`config.mk`:
```
export PLATFORM = sky130hd
export DESIGN_NAME = uxp_port
export DESIGN_NICKNAME = d
export VERILOG_FILES = /design/src/uxp_pkg.sv /design/src/uxp_port.sv
export SDC_FILE = /design/constraint.sdc
export NUM_CORES = 1
export LEC_CHECK = 0
export ABC_AREA = 1
export BUFFER_PORTS_ARGS = -buffer_cell sky130_fd_sc_hd__buf_2
export CAP_MARGIN = 25
export CORE_AREA = 2 2 39 41
export DETAILED_ROUTE_END_ITERATION = 16
export DIE_AREA = 0 0 41 43
export GPL_ROUTABILITY_DRIVEN = 0
export MAX_ROUTING_LAYER = met4
export PLACE_DENSITY = 0.69
export SETUP_SLACK_MARGIN = 0.15
export SYNTH_ARGS = -nofsm -noshare
export SYNTH_HDL_FRONTEND = slang
export SYNTH_SLANG_ARGS = --single-unit
```
`constraint.sdc`:
```
create_clock -name CLK -period 0.9 [get_ports CLK]
set_input_delay 0.135 -clock CLK [delete_from_list [all_inputs] [get_ports CLK]]
set_output_delay 0.135 -clock CLK [all_outputs]
set_load 0.01 [all_outputs]
```
`src/uxp_pkg.sv`:
```
// Constants for the external USB transceiver port block.
// Assumes one 100 MHz clock; all pins synchronous to it.
// Contract
// - USB logic runs from the USB clock
// - Power enable low applies port power
// - Drive enable low only while transmitting
// - Suspend output high while USB suspended
// - Drive code: 00 SE0, 01 zero, 10 one
// - Decode sense lines: SE0, LS, FS, error
// - Receive bit sampled as serial stream
// - Port suspend high forces low power
package uxp_pkg;
   // Clock rate of the USB-side clock
   localparam int unsigned CLK_HZ = 100_000_000;
   // Drive line codes {plus, minus}
   localparam logic [1:0] DRV_SE0 = 2'h0;
   localparam logic [1:0] DRV_ZERO = 2'h1;
   localparam logic [1:0] DRV_ONE = 2'h2;
   // Sense line codes {plus, minus}
   localparam logic [1:0] SNS_SE0 = 2'h0;
   localparam logic [1:0] SNS_LS = 2'h1;
   localparam logic [1:0] SNS_FS = 2'h2;
   localparam logic [1:0] SNS_ERR = 2'h3;
   // Reset values of the outputs
   localparam logic RST_PWR_N = 1'h1;
   localparam logic RST_DRV_EN_N = 1'h1;
   localparam logic RST_SUSP = 1'h0;
   localparam logic [1:0] RST_DRV = DRV_ONE;
   localparam logic RST_RX_BIT = 1'h1;
   localparam logic RST_FLAG = 1'h0;
   // Port power states
   typedef enum logic [1:0] {UXP_OFF, UXP_ON, UXP_FAULT} uxp_pwr_t;
endpackage

```
`src/uxp_port.sv`:
```
// External transceiver port: line drive/sense, suspend and port power.
// Assumes a serial engine beside it and a transceiver plus power switch outside.
`timescale 1ns/1ps
module uxp_port
   import uxp_pkg::*;
(
   // Clock and reset
   input  wire logic       CLK,
   input  wire logic       RESET_N,
   // Serial engine side
   input  wire logic       TX_ACTIVE,
   input  wire logic [1:0] TX_LINE,
   input  wire logic       PORT_POWER_REQ,
   input  wire logic       USB_SUSPENDED,
   output      logic       RX_BIT,
   output      logic [1:0] RX_LINE,
   output      logic       LINE_ERROR,
   output      logic       PORT_FAULT,
   output      logic       PORT_LOW_POWER,
   // Transceiver and power switch pins
   input  wire logic       port_overcurrent_n,
   input  wire logic       port_suspend_in,
   input  wire logic       xcvr_rx_bit,
   input  wire logic       line_sense_plus,
   input  wire logic       line_sense_minus,
   output      logic       port_power_on_n,
   output      logic       xcvr_drive_en_n,
   output      logic       xcvr_suspend_out,
   output      logic       line_drive_plus,
   output      logic       line_drive_minus
);
   logic [1:0] rst_sync_q;           // Reset release synchroniser
   wire        rst_n = rst_sync_q[1]; // Synchronised reset
   uxp_pwr_t   pwr_q;                 // Port power state
   uxp_pwr_t   pwr_d;                 // Next power state
   logic [1:0] drv_q;                 // Driven line code
   wire        low_power;             // Port forced into low power
   wire        may_drive;             // Transmission allowed
   wire [1:0]  drv_safe;              // Line code with 11 removed
   wire [1:0]  sense;                 // Sensed line code
   wire        tx_undef;              // Engine asked for the undefined code
   wire        sense_err;             // Both sense lines high at once
   wire        pwr_on_d;              // Power applied next cycle

   // Both lines high: undefined when driven, error when sensed
   function automatic logic is_both_high(input logic [1:0] code);
      return (code == SNS_ERR);
   endfunction

   // Reset release through two flops
   always_ff @(posedge CLK or negedge RESET_N) begin
      if (!RESET_N) rst_sync_q <= 2'h0;
      else rst_sync_q <= {rst_sync_q[0], 1'h1};
   end

   assign low_power = port_suspend_in | USB_SUSPENDED;
   assign may_drive = TX_ACTIVE & ~low_power;
   assign tx_undef = is_both_high(TX_LINE);
   assign drv_safe = tx_undef ? DRV_SE0 : TX_LINE;
   // Line sense inputs as one code
   assign sense = {line_sense_plus, line_sense_minus};
   // Error code on the sense lines
   assign sense_err = is_both_high(sense);
   // Power only in the on state
   assign pwr_on_d = (pwr_d == UXP_ON);

   // Power state selection
   always_comb begin
      pwr_d = pwr_q;
      case (pwr_q)
         UXP_OFF: if (PORT_POWER_REQ && port_overcurrent_n) pwr_d = UXP_ON;
         UXP_ON: begin
            if (!port_overcurrent_n) pwr_d = UXP_FAULT;
            else if (!PORT_POWER_REQ) pwr_d = UXP_OFF;
         end
         // Fault held until software drops request
         UXP_FAULT: if (!PORT_POWER_REQ) pwr_d = UXP_OFF;
         default: pwr_d = UXP_OFF;
      endcase
   end

   // Power state register
   always_ff @(posedge CLK or negedge rst_n) begin
      if (!rst_n) begin
         // Unpowered out of reset
         pwr_q <= UXP_OFF;
      end else begin
         pwr_q <= pwr_d;
      end
   end

   always_ff @(posedge CLK or negedge rst_n) begin
      if (!rst_n) begin
         // Port unpowered and no fault
         port_power_on_n <= RST_PWR_N;
         PORT_FAULT <= RST_FLAG;
      end else begin
         // Pin and flag track the next state
         port_power_on_n <= ~pwr_on_d;
         PORT_FAULT <= (pwr_d == UXP_FAULT);
      end
   end

   // Transmit path on the USB clock
   always_ff @(posedge CLK or negedge rst_n) begin
      if (!rst_n) begin
         xcvr_drive_en_n <= RST_DRV_EN_N;
         drv_q <= RST_DRV;
      end else begin
         xcvr_drive_en_n <= ~may_drive;
         drv_q <= may_drive ? drv_safe : DRV_ONE;
      end
   end
   assign line_drive_plus = drv_q[1];
   assign line_drive_minus = drv_q[0];

   // Suspend output and low power flag
   always_ff @(posedge CLK or negedge rst_n) begin
      if (!rst_n) begin
         // Awake out of reset
         xcvr_suspend_out <= RST_SUSP;
         PORT_LOW_POWER <= RST_SUSP;
      end else begin
         // Both drop as soon as suspend ends
         xcvr_suspend_out <= low_power;
         PORT_LOW_POWER <= low_power;
      end
   end

   // Receive bit and line state sampling
   always_ff @(posedge CLK or negedge rst_n) begin
      if (!rst_n) begin
         // Idle full-speed line, no error
         RX_BIT <= RST_RX_BIT;
         RX_LINE <= SNS_FS;
         LINE_ERROR <= RST_FLAG;
      end else begin
         // One cycle behind the pins
         RX_BIT <= xcvr_rx_bit;
         RX_LINE <= sense;
         LINE_ERROR <= sense_err;
      end
   end

   // Attempts that start in the last reset cycle are left out
   // Outputs there still hold reset values whatever the inputs say

   // Transmit side
   // Enable follows transmit request
   a_drive_enable: assert property (@(posedge CLK) disable iff (!rst_n)
      $past(TX_ACTIVE) == 1'h0 |-> xcvr_drive_en_n)
      else $error("drive enable low without transmit");
   a_drive_active: assert property (@(posedge CLK) disable iff (!rst_n)
      rst_n && TX_ACTIVE && !port_suspend_in && !USB_SUSPENDED |=> !xcvr_drive_en_n)
      else $error("drive enable high during transmit");
   a_drive_code: assert property (@(posedge CLK) disable iff (!rst_n)
      !(line_drive_plus && line_drive_minus))
      else $error("undefined line code driven");
   a_drive_follow: assert property (@(posedge CLK) disable iff (!rst_n)
      rst_n && TX_ACTIVE && !port_suspend_in && !USB_SUSPENDED && TX_LINE != SNS_ERR
      |=> {line_drive_plus, line_drive_minus} == $past(TX_LINE))
      else $error("driven code differs from request");
   // Idle pins rest on logic one
   a_drive_idle: assert property (@(posedge CLK) disable iff (!rst_n)
      xcvr_drive_en_n |-> {line_drive_plus, line_drive_minus} == DRV_ONE)
      else $error("idle drive code wrong");

   // Suspend and low power
   // No drive while suspended
   a_susp_quiet: assert property (@(posedge CLK) disable iff (!rst_n)
      xcvr_suspend_out |-> xcvr_drive_en_n)
      else $error("driving while suspended");
   a_susp_follow: assert property (@(posedge CLK) disable iff (!rst_n)
      rst_n && port_suspend_in |=> xcvr_suspend_out && PORT_LOW_POWER)
      else $error("suspend not applied");
   // Leave low power when suspend ends
   a_susp_leave: assert property (@(posedge CLK) disable iff (!rst_n)
      rst_n && !port_suspend_in && !USB_SUSPENDED |=> !xcvr_suspend_out && !PORT_LOW_POWER)
      else $error("low power kept after suspend");
   a_usb_susp: assert property (@(posedge CLK) disable iff (!rst_n)
      rst_n && USB_SUSPENDED |=> xcvr_suspend_out)
      else $error("suspend output missing");

   // Port power
   // Over-current removes power
   a_oc_cut: assert property (@(posedge CLK) disable iff (!rst_n)
      rst_n && !port_overcurrent_n |=> port_power_on_n)
      else $error("power kept on during over-current");
   a_fault_hold: assert property (@(posedge CLK) disable iff (!rst_n)
      rst_n && PORT_FAULT && PORT_POWER_REQ |=> PORT_FAULT && port_power_on_n)
      else $error("fault released too early");
   a_power_on: assert property (@(posedge CLK) disable iff (!rst_n)
      rst_n && pwr_q == UXP_OFF && PORT_POWER_REQ && port_overcurrent_n
      |=> !port_power_on_n)
      else $error("power not applied");
   a_power_off: assert property (@(posedge CLK) disable iff (!rst_n)
      rst_n && !PORT_POWER_REQ |=> port_power_on_n)
      else $error("power kept without request");

   // Receive side
   // Error decode
   a_sense_err: assert property (@(posedge CLK) disable iff (!rst_n)
      LINE_ERROR == (RX_LINE == SNS_ERR))
      else $error("line error decode wrong");
   a_sense_follow: assert property (@(posedge CLK) disable iff (!rst_n)
      $past(rst_n) |-> RX_LINE == {$past(line_sense_plus), $past(line_sense_minus)})
      else $error("sensed code not passed on");
   a_rx_sample: assert property (@(posedge CLK) disable iff (!rst_n)
      $past(rst_n) |-> RX_BIT == $past(xcvr_rx_bit))
      else $error("receive bit not sampled");

   // Main scenarios
   c_transmit: cover property (@(posedge CLK) disable iff (!rst_n) !xcvr_drive_en_n);
   c_fault: cover property (@(posedge CLK) disable iff (!rst_n) PORT_FAULT);
   c_suspend: cover property (@(posedge CLK) disable iff (!rst_n) xcvr_suspend_out);
   c_line_err: cover property (@(posedge CLK) disable iff (!rst_n) LINE_ERROR);
   c_power_on: cover property (@(posedge CLK) disable iff (!rst_n) !port_power_on_n);
endmodule // uxp_port

```
==> results of run 1 <==
==> cell type report <==
| type | count | area, um^2 | area share |
|---|---|---|---|
| Clock buffer | 4 | 26.3 | 0.0390 |
| Inverter | 7 | 26.3 | 0.0390 |
| Timing Repair Buffer | 26 | 181 | 0.269 |
| Tap cell | 16 | 20.0 | 0.0297 |
| Sequential cell | 14 | 357 | 0.529 |
| Multi-Input combinational cell | 13 | 63.8 | 0.0946 |
==> final timing paths <==
| kind | end | slack [ns] | cells past startpoint | startpoint |
|---|---|---|---|---|
| hold / removal | xcvr_drive_en_n | 0.03 | 2 | TX_ACTIVE |
| min in group asynchronous | rst_sync_q[0] | 0.17 | 2 | RESET_N |
| setup reg to reg | pwr_q[1] | 0.21 | 3 | pwr_q[1] |
| setup / recovery | RX_LINE[1] | -0.12 | 1 | RX_LINE[1] |
| hold reg to reg | RX_LINE[0] | 0.18 | 0 | rst_sync_q[1] |
| max in group asynchronous | port_power_on_n | 0.38 | 0 | rst_sync_q[1] |
==> routing by layer <==
metal / vias to the layer above / global-route usage / part of all wire
li1: 157 / - / -
met5: - / - / 0
met4: 0 / 0.100 / 0.038
met3: 4 / 0.0471 / 0.098
met1: 130 / 0.0893 / 0.41
met2: 17 / 0.125 / 0.45
==> placed cells by master, fill, tap and decap left out <==
cell	synthesis	final
buf_2	0	17
nand2_2	1	1
nor2_2	2	2
nand2_1	5	5
dfstp_2	5	5
dfrtp_1	9	9
nand3b_1	1	1
clkbuf_1	0	1
buf_6	0	5
nand3_1	3	3
clkbuf_4	0	3
dlygate4sd3_1	0	4
conb_1	1	1
inv_1	7	7
==> kinds of logic after synthesis <==
family	synth area share
and+or+nand+nor	0.132
buffers and inverters	0.0744
other	0.00826
DFF	0.785
==> worst register-to-register path, stage by stage, from the launching register on <==
cell and delay, ns:
dfrtp_1 0.38, inv_1 0.07, nand3b_1 0.10, nand2_1 0.07
==> metrics by stage <==
stage | utilization | setup WS [ns] | std cells
after floorplan | - | 0.226 | 35
after global placement | 0.417 | 0.149 | 72
after detailed placement | 0.417 | 0.150 | 72
after CTS | 0.487 | -0.136 | 80
after global routing | 0.487 | -0.166 | 80
final | 0.487 | -0.122 | 80
==> sequential cells by signal, summed over array words and instances, names as in the netlist, 2 cells and up <==
register / cells
pwr_q: 2
rst_sync_q: 2
RX_LINE: 2
drv_q: 2
==> timing repair <==
action | 4_1_cts | 5_1_grt
endpoints found under the hold margin | 5 | 0
setup endpoints to repair | 11 | 11
resized for setup | 5 | 0
hold buffers | 4 | 0
==> power by group through the flow <==
stage | Combinational [W] | Sequential, W | Clock, W
2_1_floorplan | 0.0000279 | 0.000710 | 0
3_3_place_gp | 0.0000912 | 0.000698 | 0
3_5_place_dp | 0.0000934 | 0.000699 | 0
4_1_cts | 0.000119 | 0.000690 | 0.000358
5_1_grt | 0.000132 | 0.000696 | 0.000386
6_report | 0.000117 | 0.000689 | 0.000340
==> summary.txt, run 1 <==
Status: finished with violations
Violations in the final reports: negative setup slack
Hold Slack: 0.0281 ns
Share of layout cells above drive strength 1: 0.516
Initial detailed-routing violation count: 0
Hold crit path type: input pin to flop
Final Hold Vio Count: 0
Antenna cell count: 0
Number of max-slew violations in the final report: 0
Die Ht: 43 um
Clock Path Buffers: 2
First-pass GRT wire length: 972 um
HPWL Detailed: 512 um
Area post-placement: 577 um^2
Layout Skew: 0.00523 ns
Final wirelength: 651 um
Post-synth top cells: dfrtp_1 (9), inv_1 (7), dfstp_2 (5), nand2_1 (5), nand3_1 (3)
Full die area: 0.00176 mm^2
Pin count of the biggest net entering global routing: 13
Root buf cell: clkbuf_4
Initial antenna violation count: 0
Seq pwr share: 0.601
Max Cap Violations: 0
Mapped Area: 454 um^2
Unrepaired setup endpoints after global routing: true
Syn_area_per_cell: 13.0 um^2
Power per cell area: 1700 mW/mm^2
Sink Count: 14
IR drop worst, VDD: 793 uV
Setup violations, final: 7
Setup tns final: -0.596 ns
Count leader, synth: dfrtp_1
Post-CTS Setup Repair Bufs: 0
Min Clock Period, post-route: 1.02 ns
Number of synthesis warnings: 0
Fin nets: 77
Cell variety after synth: 10
DRC Markers: 0
Per-cell routed wire length: 8.14 um
Clock-pin slew on the worst setup and hold paths: 0.08 ns
Worst Setup Path Type: flop to primary output
Top area cells in the synthesized netlist: dfrtp_1 (50%), dfstp_2 (29%), inv_1 (5.8%), nand2_1 (4.1%), nand3_1 (3.3%)
CP Max Fanout: 1
Aggregate global-route resource usage: 0.0945
CP top delay family: flip-flops
Leading area contributor after synthesis: dfrtp_1
Cell Chain, Critical Path: buf_6
CTS Buf Count: 3
Num rows: 14
Initial Util: 0.328
Post-DRT Antenna Nets: 0
Grt total ovfl: 0
Vias in the first global route: 258
Share of the synthesized area in the top cell type: 0.496
Fillcell total: 135
Worst skew pair latency: 0.27 ns
1st-pass router iterations: 1
Crit path largest cell delay: 0.53 ns
Async set-reset flop share out of synthesis: 1.00
Final Power: 0.00115 W
Internal power: 0.000907 W
Io pins: 23
Post-synth EDFFs: 0
Final Cycle Share: 1.14
Core Footprint: 0.00138 mm^2
Comb pwr share: 0.102
Post-synth top flop: dfrtp_1
Synth Register Bits: 14
H-tree Lvls: 1
Buffers added on ports: 22
Clock share of power: 0.297
Post-synthesis sequential area ratio: 0.785
Arrival @ worst endpoint: 0.89 ns
Leakage: 0.361 nW
Final worst slack: -0.122 ns
Final instance area: 674 um^2
Setup crit end kind: primary output
CTS tree: yes
Fmax: 978 MHz
NetSw: 0.000239 W
Synthesized Nets: 47
Crit path max-delay cell type: dfstp_2
CP bufs+invs: 1
CP Launch Type: flop
Via count: 308
Area growth from synthesis to final layout: 48.5%
Vias/cell: 3.85
Synthesized netlist cell count: 35
Worst Path Required: 0.76 ns
Sw frac: 0.209
Die outline width: 41 um
(Power assumes the default switching activity.)
==> run 2, diff against run 1 <==
RECOVER_POWER = 50   (was not set)
==> run 2 against run 1 <==
  * The run still ends with negative setup slack left
  * Clock power about the same
  * Largest power group unchanged
  * Non-clock buffer count did not move
  * Sequential share of layout area is 0.50 points higher
==> summary.txt, run 2 (synthesized netlist as in run 1, its figures left out) <==
Status: finished with violations
Violations in the final reports: negative setup slack
Crit path largest cell delay: 0.53 ns (about the same)
Via count: 308 (unchanged)
CP top delay family: flip-flops
Multi-input gate area: 61.3 um^2 (-3.9%)
Cell count after placement: 72 (unchanged)
Fin nets: 77 (unchanged)
Unrepaired setup endpoints after global routing: true
First-pass GRT wire length: 972 um (unchanged)
Arrival @ worst endpoint: 0.89 ns (about the same)
1st-pass router iterations: 1 (unchanged)
Area post-placement: 577 um^2 (unchanged)
Commonest non-fill, non-tap cells in the layout: buf_2 (14), dfrtp_1 (9), inv_1 (7)
Comb pwr share: 0.100 (-0.002)
Worst Path Required: 0.76 ns (about the same)
CTS tree: yes
Crit path max-delay cell type: dfstp_2
Buffers added on ports: 22 (unchanged)
Initial antenna violation count: 0 (unchanged)
Per-cell routed wire length: 8.13 um (-0.15%)
Clock share of power: 0.298 (about the same)
Seq pwr share: 0.603 (+0.002)
Min Clock Period, post-route: 1.02 ns (+0.000118 ns)
Setup tns final: -0.596 ns (-0.000267 ns)
Die outline width: 41 um (unchanged)
Full die area: 0.00176 mm^2 (unchanged)
CP bufs+invs: 1 (unchanged)
Vias in the first global route: 258 (unchanged)
IR drop worst, VDD: 792 uV (-0.11%)
Worst skew pair latency: 0.27 ns (about the same)
Vias/cell: 3.85 (unchanged)
Post-DRT Antenna Nets: 0 (unchanged)
Final wirelength: 650 um (-0.15%)
CTS Buf Count: 3 (unchanged)
Pin count of the biggest net entering global routing: 13 (unchanged)
Io pins: 23 (unchanged)
Layout Skew: 0.00526 ns (+0.0000265 ns)
Max Cap Violations: 0 (unchanged)
HPWL Detailed: 512 um (unchanged)
Number of max-slew violations in the final report: 0 (unchanged)
Sink Count: 14 (unchanged)
Initial detailed-routing violation count: 0 (unchanged)
Final Hold Vio Count: 0 (unchanged)
Clock Path Buffers: 2 (unchanged)
Sw frac: 0.209 (about the same)
Worst Setup Path Type: flop to primary output
Cell Chain, Critical Path: buf_6
CP Launch Type: flop
Num rows: 14 (unchanged)
Final Power: 0.00114 W (-0.25%)
Hold crit path type: input pin to flop
Clock-pin slew on the worst setup and hold paths: 0.08 ns (about the same)
Leakage: 0.353 nW (-2.3%)
Fillcell total: 137 (+1.5%)
NetSw: 0.000239 W (-0.22%)
Setup violations, final: 7 (unchanged)
Final instance area: 668 um^2 (-0.93%)
Share of layout cells above drive strength 1: 0.453 (-0.0625)
Root buf cell: clkbuf_4
Core Footprint: 0.00138 mm^2 (unchanged)
Power per cell area: 1710 mW/mm^2 (+0.69%)
Aggregate global-route resource usage: 0.0945 (unchanged)
Internal power: 0.000905 W (-0.26%)
Fmax: 978 MHz (about the same)
Area growth from synthesis to final layout: 47.1%
CP Max Fanout: 1 (unchanged)
Antenna cell count: 0 (unchanged)
Setup crit end kind: primary output
Finished Layout Cells: 80 (unchanged)
Register area: 357 um^2 (unchanged)
Initial Util: 0.328 (unchanged)
H-tree Lvls: 1 (unchanged)
Die Ht: 43 um (unchanged)
Final Cycle Share: 1.14 (about the same)
Most common cell after layout, fill and taps aside: buf_2
DRC Markers: 0 (unchanged)
Grt total ovfl: 0 (unchanged)
Final worst slack: -0.122 ns (-0.000118 ns)
[run 2: cell count changes in the layout (fill, tap and decap cells not counted)]
cell      previous run  this run
buf_2               17        14
nor2_2               2         1
clkbuf_1             1         4
nor2_1               0         1
[run 2: cell type report]
class | count | area share
flip-flops and latches | 14 | 0.534
repair buffers | 26 | 0.266
clock buffers | 4 | 0.0393
inverters | 7 | 0.0393
multi-input cells | 13 | 0.0918
well taps | 16 | 0.0300
[run 2: power by group through the flow]
| stage | combinational [W] | sequential [W] | clock (W) |
|---|---|---|---|
| CTS | 0.000119 | 0.000690 | 0.000358 |
| global placement | 0.0000912 | 0.000698 | 0 |
| finish | 0.000114 | 0.000689 | 0.000341 |
| global route | 0.000129 | 0.000696 | 0.000386 |
| floorplan | 0.0000279 | 0.000710 | 0 |
| detailed placement | 0.0000934 | 0.000699 | 0 |
[run 2: stage by stage]
step	worst slack, ns	hold slack, ns	utilization
floorplan	0.226	-0.161	-
global placement	0.149	-0.0791	0.417
detailed placement	0.150	-0.0738	0.417
CTS	-0.136	0.0204	0.487
global route	-0.166	0.0322	0.483
finish	-0.122	0.0267	0.483
[run 2: path summary, 6_finish.rpt]
| kind | from | to | cells past startpoint | slack (ns) |
|---|---|---|---|---|
| setup / recovery | RX_LINE[1] | RX_LINE[1] | 1 | -0.12 |
| hold / removal | TX_ACTIVE | xcvr_drive_en_n | 2 | 0.03 |
| setup reg to reg | pwr_q[1] | pwr_q[1] | 3 | 0.21 |
| hold reg to reg | rst_sync_q[1] | RX_LINE[0] | 0 | 0.18 |
| max in group asynchronous | rst_sync_q[1] | port_power_on_n | 0 | 0.38 |
| min in group asynchronous | RESET_N | rst_sync_q[0] | 2 | 0.17 |
[run 2: timing repair]
item                                    in CTS  in global routing
endpoints found under the setup margin      11                 11
gates cloned                                 0                  0
buffers inserted                             0                  0
gates resized for setup                      5                  0
hold buffers                                 4                  0
endpoints found under the hold margin        5                  0
[run 2: per-layer routing]
metal	wire length, um	vias up	GRT usage
met5	0	-	-
met4	25	0	0.100
met3	64	4	0.0471
met2	291	17	0.125
met1	269	130	0.0893
li1	-	157	-
